--- config.mk ---
export PLATFORM = sky130hd
export DESIGN_NAME = trr_router
export DESIGN_NICKNAME = d
export VERILOG_FILES = /design/src/inc/trr_pkg.sv /design/src/rtl/trr_line_manip.sv /design/src/rtl/trr_router.sv
export SDC_FILE = /design/constraint.sdc
export NUM_CORES = 2
export LEC_CHECK = 0
export ABC_AREA = 1
export BUFFER_PORTS_ARGS = -buffer_cell sky130_fd_sc_hd__buf_2
export CORE_ASPECT_RATIO = 2
export CORE_MARGIN = 2
export CORE_UTILIZATION = 50
export CTS_CLUSTER_DIAMETER = 80
export DETAILED_ROUTE_END_ITERATION = 8
export PLACE_DENSITY_LB_ADDON = 0.15
export RECOVER_POWER = 50
export SYNTH_ARGS = -nofsm -noshare
export SYNTH_HDL_FRONTEND = slang
export SYNTH_SLANG_ARGS = --single-unit
--- constraint.sdc ---
create_clock -name clock -period 30.4 [get_ports clock]
set_input_delay 3.04 -clock clock [delete_from_list [all_inputs] [get_ports clock]]
set_output_delay 3.04 -clock clock [all_outputs]
set_load 0.02 [all_outputs]
--- src/inc/trr_pkg.sv ---
// Constants, field layouts and register map of the trigger router
//
// Overview of operation
// - Software can drive any mux input or output line through the command register.
// - Command group field picks the trigger group holding the driven line.
// - Command direction field picks mux output or mux input within that group.
// - Command line field picks the exact line inside the chosen group.
// - Command count field sets how many clock cycles the line is held active.
// - Software sets activate; hardware clears it once the count has run out.
// - Driving a distribution output reaches only the destination it feeds.
// - Driving a reduction input reaches every destination routed from it.
// - Each distribution group has its own clock for manipulation and pulses.
// - Fifteen groups: 0 to 8 distribution, 9 to 14 reduction.
// - USB burst-end and logic acknowledge routes need only one mux.
// - One output control register per mux output: select, invert, edge.
// - Distribution groups feed DMA0, DMA1, timers, profiler, CPU, analog, logic, IO.
// - Group 9 routes DMA triggers to burst-end lines, with manipulation.
// - Group 10 gathers DMA triggers into intermediates, with manipulation.
// - Groups 11 to 14 gather other triggers, without any manipulation.
// - Edge mode syncs to consumer clock in groups 0 to 8, to system clock in 9 and 10, and emits a two-cycle pulse.
package trr_pkg;

  localparam int NGRP      = 15;
  localparam int NDIST     = 9;
  localparam int FIRST_RED = 9;
  localparam int MANIP_MAX = 10;
  localparam int NOUT      = 4;
  localparam int NRIN      = 8;
  localparam int NINT      = 20;
  localparam int NIN       = 20;
  localparam int SYNC_LEN  = 3;
  localparam int PULSE_LEN = 2;

  // Register map
  localparam logic [15:0] CMD_ADDR    = 16'h0000;
  localparam logic [3:0]  CTL_PAGE    = 4'h1;
  localparam int          CTL_GRP_LSB = 6;
  localparam int          CTL_LIN_LSB = 2;

  // Command fields
  localparam int CMD_LINE_LSB = 0;
  localparam int CMD_GRP_LSB  = 8;
  localparam int CMD_CNT_LSB  = 16;
  localparam int CMD_DIR_BIT  = 29;
  localparam int CMD_ACT_BIT  = 31;

  // Output control fields
  localparam int CTL_SEL_LSB = 0;
  localparam int CTL_INV_BIT = 8;
  localparam int CTL_EDG_BIT = 9;

  localparam logic [7:0]  SEL_RST  = 8'h00;
  localparam logic [7:0]  CNT_RST  = 8'h00;
  localparam logic [31:0] RD_IDLE  = 32'h0000_0000;
  localparam logic [1:0]  PULSE_CNT = 2'h2;

endpackage : trr_pkg

--- src/rtl/trr_line_manip.sv ---
// Per-line inversion, edge or level treatment and software drive
`timescale 1ns/1ps
module trr_line_manip
  import trr_pkg::*;
(
  input  wire logic clock,
  input  wire logic rst,
  input  wire logic tick,
  input  wire logic trig_in,
  input  wire logic invert,
  input  wire logic edge_mode,
  input  wire logic sw_drive,
  output logic      trig_out
);

  logic       prev_q;
  logic       prev_d;
  logic [1:0] pulse_q;
  logic [1:0] pulse_d;
  logic       out_d;
  logic       lvl;

  always_comb begin
    lvl     = trig_in ^ invert;
    prev_d  = prev_q;
    pulse_d = pulse_q;
    if (tick) begin
      prev_d = lvl;
      if (pulse_q != 2'h0) begin
        pulse_d = pulse_q - 2'h1;
      end
      if (lvl && !prev_q) begin
        pulse_d = PULSE_CNT;
      end
    end
    out_d = (edge_mode ? (pulse_q != 2'h0) : lvl) | sw_drive;
  end

  always_ff @(posedge clock or posedge rst) begin
    if (rst) begin
      prev_q   <= 1'b0;
      pulse_q  <= 2'h0;
      trig_out <= 1'b0;
    end else begin
      prev_q   <= prev_d;
      pulse_q  <= pulse_d;
      trig_out <= out_d;
    end
  end

endmodule : trr_line_manip

--- src/rtl/trr_router.sv ---
// Two-layer trigger router with software trigger command
//
// Local design decisions: the register offsets and the strobed register port.
`timescale 1ns/1ps
module trr_router
  import trr_pkg::*;
(
  input  wire logic                  clock,
  input  wire logic                  rst,
  input  wire logic [15:0]           reg_addr,
  input  wire logic [31:0]           reg_wdata,
  input  wire logic                  reg_wr,
  input  wire logic                  reg_rd,
  output logic [31:0]                reg_rdata,
  input  wire logic [NDIST-1:0]      group_clk,
  input  wire logic [NRIN-1:0]       dma_trig,
  input  wire logic [NRIN-1:0]       timer_trig,
  input  wire logic [NRIN-1:0]       io_trig,
  input  wire logic [NRIN-1:0]       serial_trig,
  input  wire logic [NRIN-1:0]       misc_trig,
  output logic [NDIST*NOUT-1:0]      dest_trig,
  output logic [1:0]                 usb_burst_end,
  output logic [1:0]                 pl_ack,
  output logic                       sw_busy
);

  // Output control registers, one per mux output
  logic [7:0] sel_q  [NGRP][NOUT];
  logic [7:0] sel_d  [NGRP][NOUT];
  logic       inv_q  [NGRP][NOUT];
  logic       inv_d  [NGRP][NOUT];
  logic       edg_q  [NGRP][NOUT];
  logic       edg_d  [NGRP][NOUT];

  // Command register state
  logic [7:0] cmd_line_q;
  logic [7:0] cmd_line_d;
  logic [4:0] cmd_grp_q;
  logic [4:0] cmd_grp_d;
  logic [7:0] cmd_cnt_q;
  logic [7:0] cmd_cnt_d;
  logic       cmd_dir_q;
  logic       cmd_dir_d;
  logic       act_q;
  logic       act_d;
  logic [7:0] remain_q;
  logic [7:0] remain_d;
  logic       drive;

  // Bus
  logic        cmd_hit;
  logic        ctl_hit;
  logic [3:0]  ctl_grp;
  logic [3:0]  ctl_lin;
  logic [31:0] rdata_d;

  // Group clock synchronisers
  logic [SYNC_LEN-1:0] gsync_q [NDIST];
  logic [SYNC_LEN-1:0] gsync_d [NDIST];
  logic [NDIST-1:0]    glvl_q;
  logic [NDIST-1:0]    glvl_d;
  logic [NDIST-1:0]    tick;

  // Routing
  logic [NIN-1:0]  src_vec  [NGRP];
  logic [NIN-1:0]  sw_in    [NGRP];
  logic [NIN-1:0]  mux_in   [NGRP];
  logic [NOUT-1:0] sw_out   [NGRP];
  logic [NOUT-1:0] mux_out  [NGRP];
  logic [NOUT-1:0] line_out [NGRP];
  logic [NINT-1:0] inter;

  // Address decode
  always_comb begin
    cmd_hit = (reg_addr == CMD_ADDR);
    ctl_grp = reg_addr[CTL_GRP_LSB +: 4];
    ctl_lin = reg_addr[CTL_LIN_LSB +: 4];
    ctl_hit = (reg_addr[15:12] == CTL_PAGE) && (reg_addr[11:10] == 2'b00) && (reg_addr[1:0] == 2'b00)
              && (int'(ctl_grp) < NGRP) && (int'(ctl_lin) < NOUT);
  end

  // Output control registers
  always_comb begin
    for (int g = 0; g < NGRP; g++) begin
      for (int l = 0; l < NOUT; l++) begin
        sel_d[g][l] = sel_q[g][l];
        inv_d[g][l] = inv_q[g][l];
        edg_d[g][l] = edg_q[g][l];
        if (reg_wr && ctl_hit && int'(ctl_grp) == g && int'(ctl_lin) == l) begin
          sel_d[g][l] = reg_wdata[CTL_SEL_LSB +: 8];
          inv_d[g][l] = (g <= MANIP_MAX) ? reg_wdata[CTL_INV_BIT] : 1'b0;
          edg_d[g][l] = (g <= MANIP_MAX) ? reg_wdata[CTL_EDG_BIT] : 1'b0;
        end
      end
    end
  end

  always_ff @(posedge clock or posedge rst) begin
    if (rst) begin
      for (int g = 0; g < NGRP; g++) begin
        for (int l = 0; l < NOUT; l++) begin
          sel_q[g][l] <= SEL_RST;
          inv_q[g][l] <= 1'b0;
          edg_q[g][l] <= 1'b0;
        end
      end
    end else begin
      for (int g = 0; g < NGRP; g++) begin
        for (int l = 0; l < NOUT; l++) begin
          sel_q[g][l] <= sel_d[g][l];
          inv_q[g][l] <= inv_d[g][l];
          edg_q[g][l] <= edg_d[g][l];
        end
      end
    end
  end

  // Software trigger command
  always_comb begin
    cmd_line_d = cmd_line_q;
    cmd_grp_d  = cmd_grp_q;
    cmd_cnt_d  = cmd_cnt_q;
    cmd_dir_d  = cmd_dir_q;
    act_d      = act_q;
    remain_d   = remain_q;
    if (act_q) begin
      if (remain_q == 8'h00) begin
        act_d = 1'b0;
      end else begin
        remain_d = remain_q - 8'h01;
      end
    end else if (reg_wr && cmd_hit) begin
      cmd_line_d = reg_wdata[CMD_LINE_LSB +: 8];
      cmd_grp_d  = reg_wdata[CMD_GRP_LSB +: 5];
      cmd_cnt_d  = reg_wdata[CMD_CNT_LSB +: 8];
      cmd_dir_d  = reg_wdata[CMD_DIR_BIT];
      act_d      = reg_wdata[CMD_ACT_BIT];
      remain_d   = reg_wdata[CMD_CNT_LSB +: 8];
    end
    drive = act_q && (remain_q != 8'h00);
  end

  always_ff @(posedge clock or posedge rst) begin
    if (rst) begin
      cmd_line_q <= 8'h00;
      cmd_grp_q  <= 5'h00;
      cmd_cnt_q  <= CNT_RST;
      cmd_dir_q  <= 1'b0;
      act_q      <= 1'b0;
      remain_q   <= CNT_RST;
      sw_busy    <= 1'b0;
    end else begin
      cmd_line_q <= cmd_line_d;
      cmd_grp_q  <= cmd_grp_d;
      cmd_cnt_q  <= cmd_cnt_d;
      cmd_dir_q  <= cmd_dir_d;
      act_q      <= act_d;
      remain_q   <= remain_d;
      sw_busy    <= act_d;
    end
  end

  // Read data, one cycle after the strobe
  always_comb begin
    rdata_d = RD_IDLE;
    if (reg_rd && cmd_hit) begin
      rdata_d[CMD_LINE_LSB +: 8] = cmd_line_q;
      rdata_d[CMD_GRP_LSB +: 5]  = cmd_grp_q;
      rdata_d[CMD_CNT_LSB +: 8]  = cmd_cnt_q;
      rdata_d[CMD_DIR_BIT]       = cmd_dir_q;
      rdata_d[CMD_ACT_BIT]       = act_q;
    end else if (reg_rd && ctl_hit) begin
      for (int g = 0; g < NGRP; g++) begin
        for (int l = 0; l < NOUT; l++) begin
          if (int'(ctl_grp) == g && int'(ctl_lin) == l) begin
            rdata_d[CTL_SEL_LSB +: 8] = sel_q[g][l];
            rdata_d[CTL_INV_BIT]      = inv_q[g][l];
            rdata_d[CTL_EDG_BIT]      = edg_q[g][l];
          end
        end
      end
    end
  end

  always_ff @(posedge clock or posedge rst) begin
    if (rst) begin
      reg_rdata <= RD_IDLE;
    end else begin
      reg_rdata <= rdata_d;
    end
  end

  // Distribution group clocks: three flops, rising edge once two agree
  always_comb begin
    for (int g = 0; g < NDIST; g++) begin
      gsync_d[g] = {gsync_q[g][SYNC_LEN-2:0], group_clk[g]};
      glvl_d[g]  = glvl_q[g];
      if (gsync_q[g][1] == gsync_q[g][2]) begin
        glvl_d[g] = gsync_q[g][2];
      end
      tick[g] = gsync_q[g][1] && gsync_q[g][2] && !glvl_q[g];
    end
  end

  always_ff @(posedge clock or posedge rst) begin
    if (rst) begin
      for (int g = 0; g < NDIST; g++) begin
        gsync_q[g] <= '0;
      end
      glvl_q <= '0;
    end else begin
      for (int g = 0; g < NDIST; g++) begin
        gsync_q[g] <= gsync_d[g];
      end
      glvl_q <= glvl_d;
    end
  end

  // Mux sources and software injection per group
  always_comb begin
    for (int g = 0; g < NGRP; g++) begin
      if (g < NDIST) begin
        src_vec[g] = inter;
      end else if (g <= MANIP_MAX) begin
        src_vec[g] = {{(NIN-NRIN){1'b0}}, dma_trig};
      end else if (g == 11) begin
        src_vec[g] = {{(NIN-NRIN){1'b0}}, timer_trig};
      end else if (g == 12) begin
        src_vec[g] = {{(NIN-NRIN){1'b0}}, io_trig};
      end else if (g == 13) begin
        src_vec[g] = {{(NIN-NRIN){1'b0}}, serial_trig};
      end else begin
        src_vec[g] = {{(NIN-NRIN){1'b0}}, misc_trig};
      end
      for (int i = 0; i < NIN; i++) begin
        sw_in[g][i] = drive && !cmd_dir_q && int'(cmd_grp_q) == g && int'(cmd_line_q) == i;
      end
      for (int l = 0; l < NOUT; l++) begin
        sw_out[g][l] = drive && cmd_dir_q && int'(cmd_grp_q) == g && int'(cmd_line_q) == l;
      end
      mux_in[g] = src_vec[g] | sw_in[g];
      for (int l = 0; l < NOUT; l++) begin
        mux_out[g][l] = (int'(sel_q[g][l]) < NIN) ? mux_in[g][sel_q[g][l][4:0]] : 1'b0;
      end
    end
  end

  // Per-group output stage
  for (genvar g = 0; g < NGRP; g++) begin : g_grp
    for (genvar l = 0; l < NOUT; l++) begin : g_line
      if (g <= MANIP_MAX) begin : g_manip
        trr_line_manip u_manip (
          .clock     (clock),
          .rst       (rst),
          .tick      ((g < NDIST) ? tick[g % NDIST] : 1'b1),
          .trig_in   (mux_out[g][l]),
          .invert    (inv_q[g][l]),
          .edge_mode (edg_q[g][l]),
          .sw_drive  (sw_out[g][l]),
          .trig_out  (line_out[g][l])
        );
      end else begin : g_plain
        assign line_out[g][l] = mux_out[g][l] | sw_out[g][l];
      end
    end
  end

  // Intermediate bus from groups 10 to 14
  always_comb begin
    for (int g = MANIP_MAX; g < NGRP; g++) begin
      inter[(g-MANIP_MAX)*NOUT +: NOUT] = line_out[g];
    end
  end

  // Destinations, all from flops in the manipulation stage
  always_comb begin
    for (int g = 0; g < NDIST; g++) begin
      dest_trig[g*NOUT +: NOUT] = line_out[g];
    end
    usb_burst_end = line_out[FIRST_RED][1:0];
    pl_ack        = line_out[FIRST_RED][3:2];
  end

endmodule : trr_router

==> results.md <==
- DR WL/cell: 24.77 um
- Crit path cell chain: buf_2, clkinvlp_2, clkbuf_1, clkbuf_1, clkbuf_1
- Area post-placement: 53610 sq um
- Netlist Area Pre-Place: 52430 sq um
- TritonCTS Buffers: 82
- Die X: 233.0 um
- Seq cells post-synth: 834
- DRC violations left: 0
- CTS resizes: 0
- Synth top area share: 39.81%
- Critical path's most frequent cell: clkbuf_1
- Final wirelength: 219.0 mm
- CP Capture Type: async pin
- Outcome: finished, violations left
- Vias/cell: 6.000
- Syn avg cell area: 6.978 sq um
- Top post-synthesis cells by area: dfrtp_1, nand2_1, o21ai_0
- Placement row count: 168
- Final total power: 0.002737 W
- Clock Skews: 36.48 ps
- DP HPWL: 157.3 mm
- Register area share after synthesis: 39.81%
- Initial antenna violation count: 10
- Cts hold-fix bufs: 0
- Vias: 53053
- DRT iter0 DRCs: 5297
- Critical path's top delay family: buffers and inverters
- Die Y: 461.9 um
- Relative slew slack: -449.1%
- R2R depth: 23
- Port Buf Inserts: 155
- Fraction of layout cells with a size suffix above 1: 6.460%
- WHS Endpoint: gsync_d[20]
- Ys Warns: 0
- Final instance area: 56330 sq um
- Final Worst Setup Slack: 14270 ps
- Mapped Cells: 7514
- Setup CP Type: input pin to async pin
- Max Slew Vio Count: 634
- Area delta synth->final: 7.439%
- Layout net count: 7567
- Worst hold slack: 348.1 ps
- Worst-path fanout max: 150
- Hold path start: gsync_d[19]
- DIE AREA: 107600 sq um
- Total grt overflow: 0
- First-pass GRT wire length: 319.8 mm
- H-Tree Depth: 3
- Final TNS setup: 0 ps
- Critical path startpoint category: input pin
- Effective utilization at floorplan: 50.19%
- Total core area: 104500 sq um
- Worst EP arrival: 16140 ps
- Final Wtd Congestion: 1.046
- WP buf/inv: 5
- Share of flip-flops with an asynchronous set or reset: 100.0%
- Max Clock Freq: 62.00 MHz
- Flop2flop setup slack: 21860 ps
- Worst Hold Class: register to register
- Post-DRT Antenna Nets: 0
- Minimum clock period: 16130 ps
- Yosys cell types: 73
- Clock Pin Slew Worst Setup and Hold Paths: 60 ps
- Placement Setup Slack: 21010 ps
- Largest net degree at the start of global routing: 184
- Clock Latency Late Sink: 720 ps
- Final Setup Violations: 0
- Unrepaired setup endpoints after global routing: no
- Leakage: 24.06 nW
- Max Root-Sink Buffers: 3
- Maxcap violations: 10
- Final critical-path share of the clock period: 53.06%
- Power density over the cells: 48.59 nW/um^2
- Hold path cells: 0
- R2R Path End: g_grp[5].g_line[1].g_manip.u_manip.pulse_q[1]
- Num ports: 174
- Post-CTS setup buffers: 0
- Most common flop cell mapped by yosys: dfrtp_1
- Peak VDD IR: 0.05609 mV
- Failing checks: max-capacitance violations, max-slew violations
- First-pass DRT Iterations: 8
- R2r startpoint: cmd_line_q[7]
- Count of final hold-check violations: 0
- CTS root buffer: clkbuf_16
- Critical Path RT: 30410 ps
- EDFF count, synth: 0
- Slowest-stage cell, CP: clkbuf_1
- Total GRT Usage: 40.36%
- Slowest stage delay, CP: 5950 ps
- CTS tree: yes
- Vias in the first global route: 51409
- Cell taking the most area after synthesis: dfrtp_1
- Worst Max-Slew Pin Slew: 8236 ps
- Clock Sinks: 834
[layout by cell type (no fill, tap or decap), types with 18 or more instances in the layout]
master     count
nand4_1       91
a21oi_1      488
o21ai_0     1082
o21ai_1       58
clkbuf_1      82
nor2_2        19
clkbuf_8      20
o31ai_1       18
a21oi_2       32
o22ai_1       31
clkinv_1      21
o211ai_1     253
xor2_1        22
nor3_1        84
a31oi_1       54
ha_1          54
buf_2         90
clkbuf_16     85
nand2_1     2025
buf_4         48
nand3_1      281
inv_1        779
inv_2         33
nor2_1       543
or2_2         47
dfrtp_1      834
o221ai_1      63
[synth_stat cells (all sizes together), types with 85 or more instances]
library cell     n
a21oi          520
buf             93
nand2         2036
dfrtp          834
o21ai         1145
nand3          282
inv            822
nor2           573
nand4           91
clkbuf         314
o211ai         253
nor3            85
[registers in the layout, summed over array words and instances (netlist names), 18 cells and up]
| name | count |
|---|---|
| g_grp.g_line.g_manip.u_manip.prev_q | 44 |
| sel_q | 480 |
| edg_q | 44 |
| g_grp.g_line.g_manip.u_manip.trig_out | 44 |
| reg_rdata | 23 |
| inv_q | 44 |
| gsync_d | 18 |
| g_grp.g_line.g_manip.u_manip.pulse_q | 88 |
[per-stage QoR]
stage                     utilization (%)  std cells
after floorplan                         -       7522
after global placement              51.31       8688
after detailed placement            51.31       8688
after CTS                           54.04       8837
after global routing                53.91       8839
final                               53.92       8842
[power breakdown]
| group | switching [W] | total, W | internal [W] |
|---|---|---|---|
| Combinational | 0.000279 | 0.000412 | 0.000134 |
| Clock | 0.000482 | 0.00110 | 0.000615 |
| Sequential | 0.0000344 | 0.00123 | 0.00119 |
| Total | 0.000795 | 0.00274 | 0.00194 |
[worst max path at each step]
stage | start | end | slack (ps) | cells past startpoint
after detailed placement | reg_addr[5] | reg_rdata[9] | 21010 | 36
after floorplan | rst | act_q | 3930 | 1
final | rst | gsync_d[14] | 14270 | 5
after global routing | rst | sel_q[330] | 11450 | 5
after CTS | reg_addr[5] | reg_rdata[9] | 21750 | 36
after global placement | reg_addr[5] | reg_rdata[9] | 20950 | 36
[metal layers]
layer	vias up	routed length, um	global-route usage (%)
met3	981	15850	7.625
met1	24888	72960	41.29
met2	2451	106700	69.34
met4	6	23470	36.70
met5	-	42	0
li1	24727	-	-
[worst register-to-register path, stage by stage, from the launching register on]
cell       delay [ps]
dfrtp_1           390
nor2_1            190
nand3b_1          560
nor2_1           1660
inv_1             910
nor2_1            540
o21ai_0           170
a2111oi_0         400
o221ai_1          500
nand2_1           630
inv_2             300
o21ai_0           350
o211ai_1          160
a21oi_1           170
o21ai_1            70
o21ai_1           180
nand2_1            90
o31ai_1            80
o211ai_1          180
xor2_1            300
nand2_1           170
a21oi_2           220
nor2_1             60
a31oi_1           150
[cell families after synthesis]
logic type | share of synthesized area (%)
AOI/OAI and AO/OA | 23.79
adders and majority gates | 1.289
DFF | 39.81
xor gates and xnor gates | 0.8663
and+or+nand+nor | 24.40
muxes | 0.2792
buffers and inverters | 9.565
other | 0.007153
[area by class of cell]
cell class | count | area [sq um]
Sequential cell | 834 | 20870
Inverter | 842 | 3178
Fill cell | 10522 | 48140
Antenna cell | 5 | 12.51
Clock inverter | 37 | 424.2
Multi-Input combinational cell | 5438 | 26600
Timing Repair Buffer | 214 | 1112
Clock buffer | 112 | 2429
Tap cell | 1360 | 1702
No activity file was read; power rests on OpenSTA's default activity.
